===== src/shared/nand_cache_op_timing_cfg.svh =====
// Purpose: Times, command bytes and limits of the NAND operation sequencer
// Assumes: 10 MHz system clock
// Notes: Times are kept in their own unit, cycle counts are derived in the modules
`ifndef NAND_CACHE_OP_TIMING_CFG_SVH
`define NAND_CACHE_OP_TIMING_CFG_SVH
`define NC_CLK_MHZ 10
`define NC_T_WB_NS 100
`define NC_T_ARRAY_READ_US 25
`define NC_T_READ_CACHE_US 25
`define NC_T_COPY_CACHE_US 30
`define NC_T_PLANE_DUMMY_US 10
`define NC_T_PROG_US 700
`define NC_T_RST_IDLE_US 5
`define NC_T_RST_READ_US 5
`define NC_T_RST_PROG_US 10
`define NC_T_RST_ERASE_US 500
`define NC_PARTIAL_MAX 4
`define NC_LAST_COL 4351
`define NC_PAGE_BYTES 4352
`define NC_ECC_SEG_BYTES 512
`define NC_STAT_READY_BIT 6
`define NC_CMD_READ 8'h00
`define NC_CMD_READ_GO 8'h30
`define NC_CMD_READ_SEQ 8'h31
`define NC_CMD_READ_END 8'h3F
`define NC_CMD_COPY_CACHE 8'h3A
`define NC_CMD_SERIAL_IN 8'h80
`define NC_CMD_PLANE2_IN 8'h81
`define NC_CMD_PROG_GO 8'h10
`define NC_CMD_CACHE_GO 8'h15
`define NC_CMD_DUMMY_GO 8'h11
`define NC_CMD_STATUS 8'h70
`define NC_CMD_RESET 8'hFF
`endif


===== src/shared/nand_seq_pkg.sv =====
// Purpose: Types shared by the NAND operation sequencer
// Assumes: Nothing
// Notes: Operation codes are the user-side command set
package nand_seq_pkg;
  typedef enum logic [3:0] {
    OP_READ, OP_READ_SEQ, OP_READ_END, OP_COPY_CACHE, OP_PROG,
    OP_CACHE_PROG, OP_DUMMY, OP_STATUS, OP_RESET
  } op_t;
  typedef enum logic [3:0] {
    S_IDLE, S_CMD1, S_ADDR, S_WDATA, S_CMD2, S_WB, S_BUSY, S_RDATA, S_DONE
  } state_t;
  typedef enum logic [1:0] {ACT_IDLE, ACT_READ, ACT_PROG} act_t;
endpackage


===== src/rtl/data_fifo.sv =====
// Purpose: Flop-based FIFO with valid/ready on both sides
// Assumes: Single clock, asynchronous active-high reset
// Notes: Full and empty come straight from the occupancy count
`timescale 1ns/1ps
module data_fifo #(
  parameter int WIDTH = 8,
  parameter int DEPTH = 8
) (
  // Clock and reset
  input wire logic clk,
  input wire logic rst,
  // Fill side
  input wire logic in_valid,
  output logic in_ready,
  input wire logic [WIDTH-1:0] in_data,
  // Drain side
  output logic out_valid,
  input wire logic out_ready,
  output logic [WIDTH-1:0] out_data
);
  localparam int AW = $clog2(DEPTH);
  if (DEPTH < 2 || (1 << AW) != DEPTH) begin : g_bad_depth
    $error("data_fifo depth must be a power of two of at least 2");
  end

  logic [WIDTH-1:0] mem_r [DEPTH];
  logic [WIDTH-1:0] mem_nxt [DEPTH];
  logic [AW-1:0] wp_r, wp_nxt, rp_r, rp_nxt;
  logic [AW:0] cnt_r, cnt_nxt;
  logic push, pop;

  // Handshakes are combinational from the count
  assign in_ready = (cnt_r != (AW+1)'(DEPTH));
  assign out_valid = (cnt_r != '0);
  assign out_data = mem_r[rp_r];
  assign push = in_valid && in_ready;
  assign pop = out_valid && out_ready;

  // Next pointers, count and storage
  always_comb begin
    mem_nxt = mem_r;
    wp_nxt = wp_r;
    rp_nxt = rp_r;
    cnt_nxt = cnt_r;
    if (push) begin
      mem_nxt[wp_r] = in_data;
      wp_nxt = wp_r + AW'(1);
    end
    if (pop) begin
      rp_nxt = rp_r + AW'(1);
    end
    if (push && !pop) begin
      cnt_nxt = cnt_r + (AW+1)'(1);
    end else if (pop && !push) begin
      cnt_nxt = cnt_r - (AW+1)'(1);
    end
  end

  // Register stage
  always_ff @(posedge clk or posedge rst) begin
    if (rst) begin
      for (int i = 0; i < DEPTH; i++) begin
        mem_r[i] <= '0;
      end
      wp_r <= '0;
      rp_r <= '0;
      cnt_r <= '0;
    end else begin
      mem_r <= mem_nxt;
      wp_r <= wp_nxt;
      rp_r <= rp_nxt;
      cnt_r <= cnt_nxt;
    end
  end

  a_fifo_bound: assert property (@(posedge clk) disable iff (rst) cnt_r <= (AW+1)'(DEPTH))
    else $error("fifo count above depth");
endmodule // data_fifo


===== src/rtl/nand_cache_op_timing.sv =====
// Purpose: Host sequencer driving an asynchronous 8-bit NAND flash through its pins
// Assumes: 10 MHz clk; ready_busy_line and dq_in come from the pins and are synchronised here
// Notes: One operation at a time; write data passes an 8-word FIFO; read bytes are pulses
// What this block does
// Page read busy is bounded by 25 us
// Cache read busy is bounded by 25 us
// Copy cache busy is bounded by 30 us
// Reset recovery bound follows device activity
// Dummy plane program busy bounded by 10 us
// Cache program busy bounded by 700 us
// At most four partial programs per page
// Read data sampled before strobe rise
// Short strobe-high hold tolerated, bus released later
// Single-plane series closes with serial input, confirm
// Cache-confirm end needs status poll then reset
// Second-plane series closes likewise, same poll rule
// Final program after cache allows two page times
// Program columns stay within 0 to 4351
// Never drive data lines while device outputs
// Mark every 512-byte segment for error correction
// Wait for ready, or until the busy bound runs out, before the next command
`timescale 1ns/1ps
`include "nand_cache_op_timing_cfg.svh"
module nand_cache_op_timing import nand_seq_pkg::*; #(
  parameter int FIFO_DEPTH = 8,
  parameter int T_PROG_CYC = `NC_T_PROG_US * `NC_CLK_MHZ,
  parameter int T_FINAL_CYC = 2 * `NC_T_PROG_US * `NC_CLK_MHZ,
  parameter int T_RST_ERASE_CYC = `NC_T_RST_ERASE_US * `NC_CLK_MHZ
) (
  // Clock and reset
  input wire logic clk,
  input wire logic rst,
  // Operation request
  input wire logic cmd_valid,
  output logic cmd_ready,
  input wire op_t cmd_op,
  input wire logic cmd_plane2,
  input wire logic [12:0] cmd_col,
  input wire logic [23:0] cmd_row,
  input wire logic [12:0] cmd_len,
  // Program data stream
  input wire logic wr_valid,
  output logic wr_ready,
  input wire logic [7:0] wr_data,
  // Results
  output logic rd_valid,
  output logic [7:0] rd_data,
  output logic done,
  output logic refused,
  output logic timeout,
  output logic [7:0] status_byte,
  output logic ecc_seg_start,
  // Flash pins
  output logic ce_n,
  output logic cle,
  output logic ale,
  output logic write_strobe_n,
  output logic read_strobe_n,
  output logic wp_n,
  output logic [7:0] dq_out,
  output logic dq_oe,
  input wire logic [7:0] dq_in,
  input wire logic ready_busy_line
);
  localparam int T_WB_CYC = (`NC_T_WB_NS * `NC_CLK_MHZ + 999) / 1000;
  localparam int WB_WAIT = T_WB_CYC + 3; // Pin register plus two sync stages
  localparam int T_RD_CYC = `NC_T_ARRAY_READ_US * `NC_CLK_MHZ;
  localparam int T_RC_CYC = `NC_T_READ_CACHE_US * `NC_CLK_MHZ;
  localparam int T_CC_CYC = `NC_T_COPY_CACHE_US * `NC_CLK_MHZ;
  localparam int T_DM_CYC = `NC_T_PLANE_DUMMY_US * `NC_CLK_MHZ;
  localparam int T_RI_CYC = `NC_T_RST_IDLE_US * `NC_CLK_MHZ;
  localparam int T_RR_CYC = `NC_T_RST_READ_US * `NC_CLK_MHZ;
  localparam int T_RP_CYC = `NC_T_RST_PROG_US * `NC_CLK_MHZ;
  if (T_FINAL_CYC > 65535 || T_PROG_CYC > 65535 || T_RST_ERASE_CYC > 65535 || T_PROG_CYC < 1) begin : g_bad_t
    $error("busy limits must fit the 16-bit timer");
  end

  // Command byte and shape of each operation
  function automatic logic [7:0] first_cmd(op_t op, logic p2);
    case (op)
      OP_READ, OP_COPY_CACHE: first_cmd = `NC_CMD_READ;
      OP_READ_SEQ: first_cmd = `NC_CMD_READ_SEQ;
      OP_READ_END: first_cmd = `NC_CMD_READ_END;
      OP_PROG, OP_CACHE_PROG, OP_DUMMY: first_cmd = p2 ? `NC_CMD_PLANE2_IN : `NC_CMD_SERIAL_IN;
      OP_STATUS: first_cmd = `NC_CMD_STATUS;
      default: first_cmd = `NC_CMD_RESET;
    endcase
  endfunction
  function automatic logic [7:0] conf_cmd(op_t op);
    case (op)
      OP_READ: conf_cmd = `NC_CMD_READ_GO;
      OP_COPY_CACHE: conf_cmd = `NC_CMD_COPY_CACHE;
      OP_PROG: conf_cmd = `NC_CMD_PROG_GO;
      OP_CACHE_PROG: conf_cmd = `NC_CMD_CACHE_GO;
      default: conf_cmd = `NC_CMD_DUMMY_GO;
    endcase
  endfunction
  function automatic logic is_prog(op_t op);
    is_prog = (op == OP_PROG) || (op == OP_CACHE_PROG) || (op == OP_DUMMY);
  endfunction
  function automatic logic has_addr(op_t op);
    has_addr = is_prog(op) || (op == OP_READ) || (op == OP_COPY_CACHE);
  endfunction
  function automatic logic has_rdata(op_t op);
    has_rdata = (op == OP_READ) || (op == OP_READ_SEQ) || (op == OP_READ_END);
  endfunction
  function automatic logic [15:0] busy_limit(op_t op, act_t act, logic after_cache);
    case (op)
      OP_READ: busy_limit = 16'(T_RD_CYC);
      OP_READ_SEQ, OP_READ_END: busy_limit = 16'(T_RC_CYC);
      OP_COPY_CACHE: busy_limit = 16'(T_CC_CYC);
      OP_DUMMY: busy_limit = 16'(T_DM_CYC);
      OP_CACHE_PROG: busy_limit = 16'(T_PROG_CYC);
      OP_PROG: busy_limit = after_cache ? 16'(T_FINAL_CYC) : 16'(T_PROG_CYC);
      default: busy_limit = (act == ACT_PROG) ? 16'(T_RP_CYC) : (act == ACT_READ) ? 16'(T_RR_CYC) : 16'(T_RI_CYC);
    endcase
  endfunction

  // Two-stage synchronisers on the pin inputs
  logic [1:0] rb_sync_r;
  logic [7:0] dq_s1_r, dq_s2_r;
  logic rb_s;
  always_ff @(posedge clk or posedge rst) begin
    if (rst) begin
      rb_sync_r <= 2'h0;
      dq_s1_r <= 8'h00;
      dq_s2_r <= 8'h00;
    end else begin
      rb_sync_r <= {rb_sync_r[0], ready_busy_line};
      dq_s1_r <= dq_in;
      dq_s2_r <= dq_s1_r;
    end
  end
  assign rb_s = rb_sync_r[1];

  // Write data path through the FIFO; drained only in the data phase
  logic f_valid, f_pop;
  logic [7:0] f_data;
  data_fifo #(.WIDTH(8), .DEPTH(FIFO_DEPTH)) u_fifo (
    .clk(clk), .rst(rst), .in_valid(wr_valid), .in_ready(wr_ready), .in_data(wr_data),
    .out_valid(f_valid), .out_ready(f_pop), .out_data(f_data)
  );

  // Sequencer state
  state_t st_r, st_nxt;
  op_t op_r, op_nxt, saved_r, saved_nxt;
  logic p2_r, p2_nxt, poll_r, poll_nxt, chain_r, chain_nxt, cache_open_r, cache_open_nxt, final_r, final_nxt;
  logic [1:0] ph_r, ph_nxt;
  logic [2:0] ai_r, ai_nxt;
  logic [12:0] col_r, col_nxt, left_r, left_nxt, pos_r, pos_nxt;
  logic [23:0] row_r, row_nxt, last_row_r, last_row_nxt;
  logic [2:0] part_r, part_nxt;
  logic [15:0] tmr_r, tmr_nxt;
  act_t act_r, act_nxt;
  logic [7:0] stat_r, stat_nxt, rdd_r, rdd_nxt, dq_r, dq_nxt;
  logic rdv_r, rdv_nxt, done_r, done_nxt, ref_r, ref_nxt, to_r, to_nxt, ecc_r, ecc_nxt;
  logic ce_n_r, ce_n_nxt, cle_r, cle_nxt, ale_r, ale_nxt, we_n_r, we_n_nxt, re_n_r, re_n_nxt, oe_r, oe_nxt;
  logic bad_req, same_row;
  logic [7:0] addr_byte;

  assign cmd_ready = (st_r == S_IDLE);
  assign same_row = (cmd_row == last_row_r);
  assign bad_req = ((has_rdata(cmd_op) || is_prog(cmd_op)) && (14'(cmd_col) + 14'(cmd_len) > 14'(`NC_PAGE_BYTES)))
                 || (is_prog(cmd_op) && same_row && part_r == 3'(`NC_PARTIAL_MAX));
  assign f_pop = (st_r == S_WDATA) && (ph_r == 2'h0) && f_valid;
  always_comb begin
    case (ai_r)
      3'h0: addr_byte = col_r[7:0];
      3'h1: addr_byte = {3'h0, col_r[12:8]};
      3'h2: addr_byte = row_r[7:0];
      3'h3: addr_byte = row_r[15:8];
      default: addr_byte = row_r[23:16];
    endcase
  end

  // Next state, counters and pin levels; pins are registered so all edges line up
  always_comb begin
    st_nxt = st_r; op_nxt = op_r; saved_nxt = saved_r; p2_nxt = p2_r; poll_nxt = poll_r;
    chain_nxt = chain_r; cache_open_nxt = cache_open_r; final_nxt = final_r; ph_nxt = ph_r;
    ai_nxt = ai_r; col_nxt = col_r; left_nxt = left_r; pos_nxt = pos_r; row_nxt = row_r;
    last_row_nxt = last_row_r; part_nxt = part_r; tmr_nxt = tmr_r; act_nxt = act_r; stat_nxt = stat_r;
    rdd_nxt = rdd_r; dq_nxt = dq_r; rdv_nxt = 1'b0; done_nxt = 1'b0; ref_nxt = 1'b0; to_nxt = 1'b0;
    ecc_nxt = 1'b0; ce_n_nxt = 1'b0; cle_nxt = 1'b0; ale_nxt = 1'b0; we_n_nxt = 1'b1; re_n_nxt = 1'b1;
    oe_nxt = 1'b0;
    case (st_r)
      S_IDLE: begin
        ce_n_nxt = 1'b1;
        if (cmd_valid && bad_req) begin
          ref_nxt = 1'b1;
        end else if (cmd_valid) begin
          p2_nxt = cmd_plane2; col_nxt = cmd_col; row_nxt = cmd_row; left_nxt = cmd_len;
          pos_nxt = cmd_col; ph_nxt = 2'h0; ai_nxt = 3'h0; st_nxt = S_CMD1;
          final_nxt = cache_open_r && (cmd_op == OP_PROG);
          if (is_prog(cmd_op)) begin
            part_nxt = same_row ? part_r + 3'h1 : 3'h1;
            last_row_nxt = cmd_row;
          end
          if (cache_open_r && !is_prog(cmd_op)) begin
            op_nxt = OP_STATUS; poll_nxt = 1'b1; chain_nxt = 1'b1; saved_nxt = cmd_op;
          end else begin
            op_nxt = cmd_op;
          end
        end
      end
      S_CMD1, S_CMD2, S_ADDR: begin
        cle_nxt = (st_r != S_ADDR);
        ale_nxt = (st_r == S_ADDR);
        we_n_nxt = (ph_r != 2'h0);
        dq_nxt = (st_r == S_ADDR) ? addr_byte : (st_r == S_CMD1) ? first_cmd(op_r, p2_r) : conf_cmd(op_r);
        oe_nxt = 1'b1;
        ph_nxt = ph_r + 2'h1;
        if (ph_r == 2'h1) begin
          ph_nxt = 2'h0;
          if (st_r == S_ADDR) begin
            ai_nxt = ai_r + 3'h1;
            if (ai_r == 3'h4) begin
              st_nxt = (is_prog(op_r) && left_r != 13'h0) ? S_WDATA : S_CMD2;
            end
          end else if (st_r == S_CMD1 && has_addr(op_r)) begin
            st_nxt = S_ADDR;
          end else if (st_r == S_CMD1 && op_r == OP_STATUS) begin
            st_nxt = S_RDATA;
          end else begin
            st_nxt = S_WB; tmr_nxt = 16'(WB_WAIT);
            act_nxt = is_prog(op_r) ? ACT_PROG : (op_r == OP_RESET) ? act_r : ACT_READ;
            if (op_r == OP_CACHE_PROG) cache_open_nxt = 1'b1;
            if (op_r == OP_PROG || op_r == OP_RESET) cache_open_nxt = 1'b0;
          end
        end
      end
      S_WDATA: begin
        oe_nxt = 1'b1;
        if (ph_r == 2'h0 && f_valid) begin
          dq_nxt = f_data; we_n_nxt = 1'b0; ph_nxt = 2'h1;
          ecc_nxt = (pos_r % 13'(`NC_ECC_SEG_BYTES)) == 13'h0;
        end else if (ph_r == 2'h1) begin
          ph_nxt = 2'h0; pos_nxt = pos_r + 13'h1; left_nxt = left_r - 13'h1;
          if (left_r == 13'h1) st_nxt = S_CMD2;
        end
      end
      S_WB: begin
        tmr_nxt = tmr_r - 16'h1;
        if (tmr_r == 16'h1) begin
          st_nxt = S_BUSY; tmr_nxt = busy_limit(op_r, act_r, final_r);
        end
      end
      S_BUSY: begin
        tmr_nxt = tmr_r - 16'h1;
        if (rb_s) begin
          act_nxt = ACT_IDLE; ph_nxt = 2'h0;
          st_nxt = (has_rdata(op_r) && left_r != 13'h0) ? S_RDATA : S_DONE;
        end else if (tmr_r == 16'h0) begin
          to_nxt = 1'b1; st_nxt = S_DONE; chain_nxt = 1'b0; poll_nxt = 1'b0;
        end
      end
      S_RDATA: begin
        re_n_nxt = ph_r[1];
        ph_nxt = ph_r + 2'h1;
        if (ph_r == 2'h3) begin
          rdd_nxt = dq_s2_r;
          if (op_r == OP_STATUS) stat_nxt = dq_s2_r;
          rdv_nxt = (op_r != OP_STATUS) || !poll_r;
          ecc_nxt = rdv_nxt && (pos_r % 13'(`NC_ECC_SEG_BYTES)) == 13'h0;
          pos_nxt = pos_r + 13'(!poll_r); left_nxt = left_r - 13'(!poll_r);
          if (left_r == 13'h1 || op_r == OP_STATUS) st_nxt = S_DONE;
        end
      end
      S_DONE: begin
        ph_nxt = 2'h0; ai_nxt = 3'h0; ce_n_nxt = 1'b1;
        if (poll_r && !stat_r[`NC_STAT_READY_BIT]) begin
          st_nxt = S_CMD1;
        end else if (poll_r) begin
          poll_nxt = 1'b0; op_nxt = OP_RESET; st_nxt = S_CMD1;
        end else if (chain_r) begin
          chain_nxt = 1'b0; op_nxt = saved_r; st_nxt = S_CMD1;
        end else begin
          done_nxt = 1'b1; st_nxt = S_IDLE;
        end
      end
      default: st_nxt = S_IDLE;
    endcase
  end

  // Register stage of the sequencer
  always_ff @(posedge clk or posedge rst) begin
    if (rst) begin
      st_r <= S_IDLE; op_r <= OP_RESET; saved_r <= OP_RESET; p2_r <= 1'b0; poll_r <= 1'b0;
      chain_r <= 1'b0; cache_open_r <= 1'b0; final_r <= 1'b0; ph_r <= 2'h0; ai_r <= 3'h0;
      col_r <= 13'h0; left_r <= 13'h0; pos_r <= 13'h0; row_r <= 24'h0; last_row_r <= 24'hFFFFFF;
      part_r <= 3'h0; tmr_r <= 16'h0; act_r <= ACT_IDLE; stat_r <= 8'h00; rdd_r <= 8'h00;
      dq_r <= 8'h00; rdv_r <= 1'b0; done_r <= 1'b0; ref_r <= 1'b0; to_r <= 1'b0; ecc_r <= 1'b0;
      ce_n_r <= 1'b1; cle_r <= 1'b0; ale_r <= 1'b0; we_n_r <= 1'b1; re_n_r <= 1'b1; oe_r <= 1'b0;
    end else begin
      st_r <= st_nxt; op_r <= op_nxt; saved_r <= saved_nxt; p2_r <= p2_nxt; poll_r <= poll_nxt;
      chain_r <= chain_nxt; cache_open_r <= cache_open_nxt; final_r <= final_nxt; ph_r <= ph_nxt;
      ai_r <= ai_nxt; col_r <= col_nxt; left_r <= left_nxt; pos_r <= pos_nxt; row_r <= row_nxt;
      last_row_r <= last_row_nxt; part_r <= part_nxt; tmr_r <= tmr_nxt; act_r <= act_nxt;
      stat_r <= stat_nxt; rdd_r <= rdd_nxt; dq_r <= dq_nxt; rdv_r <= rdv_nxt; done_r <= done_nxt;
      ref_r <= ref_nxt; to_r <= to_nxt; ecc_r <= ecc_nxt; ce_n_r <= ce_n_nxt; cle_r <= cle_nxt;
      ale_r <= ale_nxt; we_n_r <= we_n_nxt; re_n_r <= re_n_nxt; oe_r <= oe_nxt;
    end
  end

  // Outputs from flops except wp_n, tied high; write protect kept off since the block programs
  assign rd_valid = rdv_r; assign rd_data = rdd_r; assign done = done_r; assign refused = ref_r;
  assign timeout = to_r; assign status_byte = stat_r; assign ecc_seg_start = ecc_r;
  assign ce_n = ce_n_r; assign cle = cle_r; assign ale = ale_r; assign write_strobe_n = we_n_r;
  assign read_strobe_n = re_n_r; assign dq_out = dq_r; assign dq_oe = oe_r; assign wp_n = 1'b1;

  // Checks on the pin sequence and the sequencer state
  a_no_bus_fight: assert property (@(posedge clk) disable iff (rst) dq_oe |-> read_strobe_n)
    else $error("data driven while read strobe low");
  a_read_gap: assert property (@(posedge clk) disable iff (rst) !read_strobe_n |=> ##1 !dq_oe)
    else $error("drive too soon after read");
  a_partial_cap: assert property (@(posedge clk) disable iff (rst) part_r <= 3'(`NC_PARTIAL_MAX))
    else $error("partial program count over limit");
  a_col_range: assert property (@(posedge clk) disable iff (rst) f_pop |-> pos_r <= 13'(`NC_LAST_COL))
    else $error("program column past page end");
  a_poll_then_reset: assert property (@(posedge clk) disable iff (rst)
    (st_r == S_DONE && poll_r && stat_r[`NC_STAT_READY_BIT]) |=> (op_r == OP_RESET && st_r == S_CMD1))
    else $error("no reset after status poll");
  a_busy_holds: assert property (@(posedge clk) disable iff (rst)
    (st_r == S_BUSY && !rb_s && tmr_r != 16'h0) |=> st_r == S_BUSY)
    else $error("left busy wait early");
  a_read_bound: assert property (@(posedge clk) disable iff (rst)
    (st_r == S_WB && tmr_r == 16'h1 && op_r == OP_READ) |=> tmr_r == 16'(T_RD_CYC))
    else $error("read busy limit wrong");
  a_final_bound: assert property (@(posedge clk) disable iff (rst)
    (st_r == S_BUSY && op_r == OP_PROG) |-> tmr_r <= (final_r ? 16'(T_FINAL_CYC) : 16'(T_PROG_CYC)))
    else $error("final program limit wrong");
  a_strobe_excl: assert property (@(posedge clk) disable iff (rst)
    !write_strobe_n |-> (!ce_n && read_strobe_n && !(cle && ale)))
    else $error("bad write cycle pins");
  c_read_done: cover property (@(posedge clk) disable iff (rst) rd_valid ##[1:60] done);
  c_prog_done: cover property (@(posedge clk) disable iff (rst) f_pop ##[1:300] done);
  c_poll_chain: cover property (@(posedge clk) disable iff (rst) (poll_r && op_r == OP_STATUS) ##[1:500] op_r == OP_RESET);
  c_timeout: cover property (@(posedge clk) disable iff (rst) timeout);
endmodule // nand_cache_op_timing


===== config.mk =====
export PLATFORM = sky130hd
export DESIGN_NAME = nand_cache_op_timing
export DESIGN_NICKNAME = d
export VERILOG_FILES = /design/src/shared/nand_seq_pkg.sv /design/src/rtl/data_fifo.sv /design/src/rtl/nand_cache_op_timing.sv
export VERILOG_INCLUDE_DIRS = /design/src /design/src/shared
export SDC_FILE = /design/constraint.sdc
export NUM_CORES = 1
export LEC_CHECK = 0
export ABC_AREA = 0
export ABC_CLOCK_PERIOD_IN_PS = 17300
export BUFFER_PORTS_ARGS = -buffer_cell sky130_fd_sc_hd__buf_2
export CELL_PAD_IN_SITES_DETAIL_PLACEMENT = 0
export CELL_PAD_IN_SITES_GLOBAL_PLACEMENT = 1
export CORE_MARGIN = 2
export CORE_UTILIZATION = 52
export DETAILED_ROUTE_END_ITERATION = 7
export GPL_ROUTABILITY_DRIVEN = 1
export PLACE_DENSITY = 0.89
export SLEW_MARGIN = 20
export SYNTH_ARGS = -nofsm -noshare
export SYNTH_HDL_FRONTEND = slang
export SYNTH_SLANG_ARGS = --single-unit

===== constraint.sdc =====
create_clock -name clk -period 17.3 [get_ports clk]
set_clock_uncertainty 0.15 [all_clocks]
set_input_delay 0 -clock clk [delete_from_list [all_inputs] [get_ports clk]]
set_output_delay 0 -clock clk [all_outputs]
set_load 0.005 [all_outputs]

==> reports/results.tsv <==
stage	metric	value	unit
clocking	cts_setup_buffers	0	
setup_path	end_kind	register	
drt	routedWlPerCell	19.7	um
clocking	clkSinkCount	253	
global_route	grt_max_degree	115	
drt	routed-via-count	10300	
logic_synthesis	ys.flop_type	dfrtp_1	
logic_synthesis	syn_inst	1210	
clocking	path_clk_slew	0.06	ns
clocking	cts_buffers	27	
drt	via_per_inst	5.93	
finish	seqCellArea	0.00637	sq mm
place	hpwl	23400	um
global_route	grt_pass1_vias	10300	
timing	fin_setup_tns	0	ns
die	ios	114	
setup_path	r2r_cells	14	
logic_synthesis	synth_cell_type_count	80	
finish	final_util	63.2	%
setup_path	r2r-end	u_fifo.cnt_r[3]	
drt	drt-total-wl	34400	um
timing	fmax	0.235	GHz
die	fp.dieW	164	um
hold_path	hold_class	in2async	
finish	layout_common_cells	dfrtp_1 (224), mux2_2 (152), nor2_1 (113)	
global_route	grtUsageTotal	25.9	%
timing	post-route-min-period	4.25	ns
power_and_ir_drop	power.density	180	mW/mm^2
setup_path	cp.required	17.57	ns
drt	drt_iter0_markers	1014	
die	die_h	164	um
logic_synthesis	ys_seq_area_share	47.8	%
clocking	tritoncts	built	
finish	antenna_cells	0	
global_route	overflow	0	
clocking	clock_latency	0.55	ns
logic_synthesis	synth-async-reset-ratio	100	%
place	port_buffers	112	
timing	maxSlewViolCount	0	
clocking	clock_path_buffers	3	
timing	final.setup.worst_slack	13.05	ns
run_status	violations	hold timing	
timing	max_slew_margin	30.9	%
drt	dr.pass1.iters	6	
power_and_ir_drop	leakagePower	6.98	nW
logic_synthesis	synthTopCellsByArea	dfrtp_1 (42%), mux2_2 (13%), dfstp_2 (5.7%), ha_1 (3.5%), nor2_1 (3.2%)	
die	coreArea	0.0252	sq mm
global_route	grt_pass1_wl	55200	um
timing	finalCritPeriodShare	24.6	%
power_and_ir_drop	finalPower	2.87	mW
logic_synthesis	netlist_area	0.0133	sq mm
setup_path	r2r_start	st_r[3]	
job	drv_cap	0	
place	place.gp.congestion	0.870	
timing	rsz0062_at_grt	no	
drt	ant_nets	0	
run_status	status	finished with violations	
timing	tightest_slew	1.03	ns
setup_path	crit_fanout	42	
clocking	clock-root-buffer	clkbuf_16	
timing	hold_violations	5	
global_route	antenna_found_initial	0	
finish	multi_input_area	0.00655	sq mm
setup_path	rrSetupSlack	13.05	ns
power_and_ir_drop	irDropWorstVdd	135	uV
finish	num-fill-cells	1925	
logic_synthesis	yosys.area.top_type	dfrtp_1	
die	dieArea	0.0269	sq mm
timing	timing.hold.ws	-0.0166	ns
logic_synthesis	avgSynthCellArea	11.0	sq um
logic_synthesis	synth-seq-cells	253	
place	dp_worst_setup_slack	13.11	ns
finish	final_common_cell	dfrtp_1	
drt	drcViolationCount	0	
setup_path	crit_path_start_kind	register	
logic_synthesis	syn-num-nets	1325	
finish	fin_nets	1507	
die	rows	58	
logic_synthesis	synth_top_area_share	42.1	%
logic_synthesis	yosysWarningCount	0	
setup_path	critPathArrivalTime	4.52	ns
clocking	htree_levels	1	
timing	finalSetupViolCount	0	
die	start_util	52.9	%
setup_path	critPathKind	reg2reg	
logic_synthesis	synth_edf_count	0	
finish	area_growth_syn_to_layout	19.4	%
finish	drive_above_1_share	28.4	%
how the worst max path moves through the flow:
stage / startpoint / end / slack (ns)
2_1_floorplan: rst / act_r[0] / 10.24
3_3_place_gp: st_r[3] / u_fifo.cnt_r[3] / 13.22
3_5_place_dp: st_r[3] / u_fifo.cnt_r[3] / 13.11
4_1_cts: st_r[3] / u_fifo.cnt_r[3] / 13.06
5_1_grt: st_r[3] / u_fifo.cnt_r[3] / 12.68
6_report: st_r[3] / u_fifo.cnt_r[3] / 13.05
flip-flops by register name, summed over array words and instances (netlist names), 8 cells and up:
name and cells:
u_fifo.mem_r 64, last_row_r 24, row_r 24, tmr_r 16, col_r 13, left_r 13, pos_r 9, dq_out 8
dq_s1_r 8, dq_s2_r 8, rd_data 8, status_byte 8
cell usage after synthesis (29+ instances only):
cell type and number:
a21oi_1 81, clkbuf_1 35, dfrtp_1 224, dfstp_2 29, ha_1 37, inv_1 34, mux2_2 152, nand2_1 78
nand3_1 40, nor2_1 113, o21ai_0 42, xnor2_1 31
critical path, stage by stage (launching register included):
cell	delay [ns]
dfrtp_1	0.47
and2b_1	0.32
and2_1	0.15
buf_4	0.38
nand2_1	0.43
nor2_1	0.67
inv_1	0.23
ha_1	0.28
inv_1	0.12
ha_1	0.24
a21o_1	0.18
a21oi_1	0.16
xnor2_1	0.13
nor2_1	0.06
xor2_1	0.14
metal layers:
layer | part of all wire (%) | track usage (%) | up-vias
li1 | - | - | 4787
met5 | 0 | 0 | -
met4 | 2.6 | 6.74 | 0
met3 | 4.8 | 3.59 | 68
met2 | 49 | 43.1 | 333
met1 | 44 | 36.0 | 5154
kinds of logic (layout without fill, tap and decap cells):
group / Yosys count / in the layout / synth area share, %
other: 1 / 1 / 0.0281
AND/OR/NAND/NOR: 335 / 335 / 12.0
adder cells (fa/ha/maj): 39 / 39 / 3.77
multiplexers: 191 / 191 / 17.6
AO/OA/AOI/OAI: 251 / 251 / 12.7
XOR/XNOR: 46 / 46 / 3.02
flip-flops: 253 / 253 / 47.8
buffers and inverters: 94 / 297 / 3.12
cell type report:
type	instances	share of cell area, %
well taps	330	2.59
inverters	37	0.920
clock inverters	11	0.818
flip-flops and latches	253	40.0
multi-input cells	863	41.1
clock buffers	39	4.97
repair buffers	210	9.56
through the flow:
step,std cells,cell area (sq um)
after floorplan,1210,13300
after global placement,1603,14100
after detailed placement,1603,14100
after CTS,1743,15900
after global routing,1743,15900
final,1743,15900
report_power, final:
group	internal (mW)	switching (mW)	total, mW
Sequential	0.861	0.233	1.09
Clock	0.349	0.239	0.588
Combinational	0.585	0.605	1.19
repair_timing:
action	CTS	global route
hold buffers	90	0
endpoints found under the hold margin	287	0
endpoints found under the setup margin	0	0
resized for setup	0	0
No activity file was read; power rests on OpenSTA's default activity.
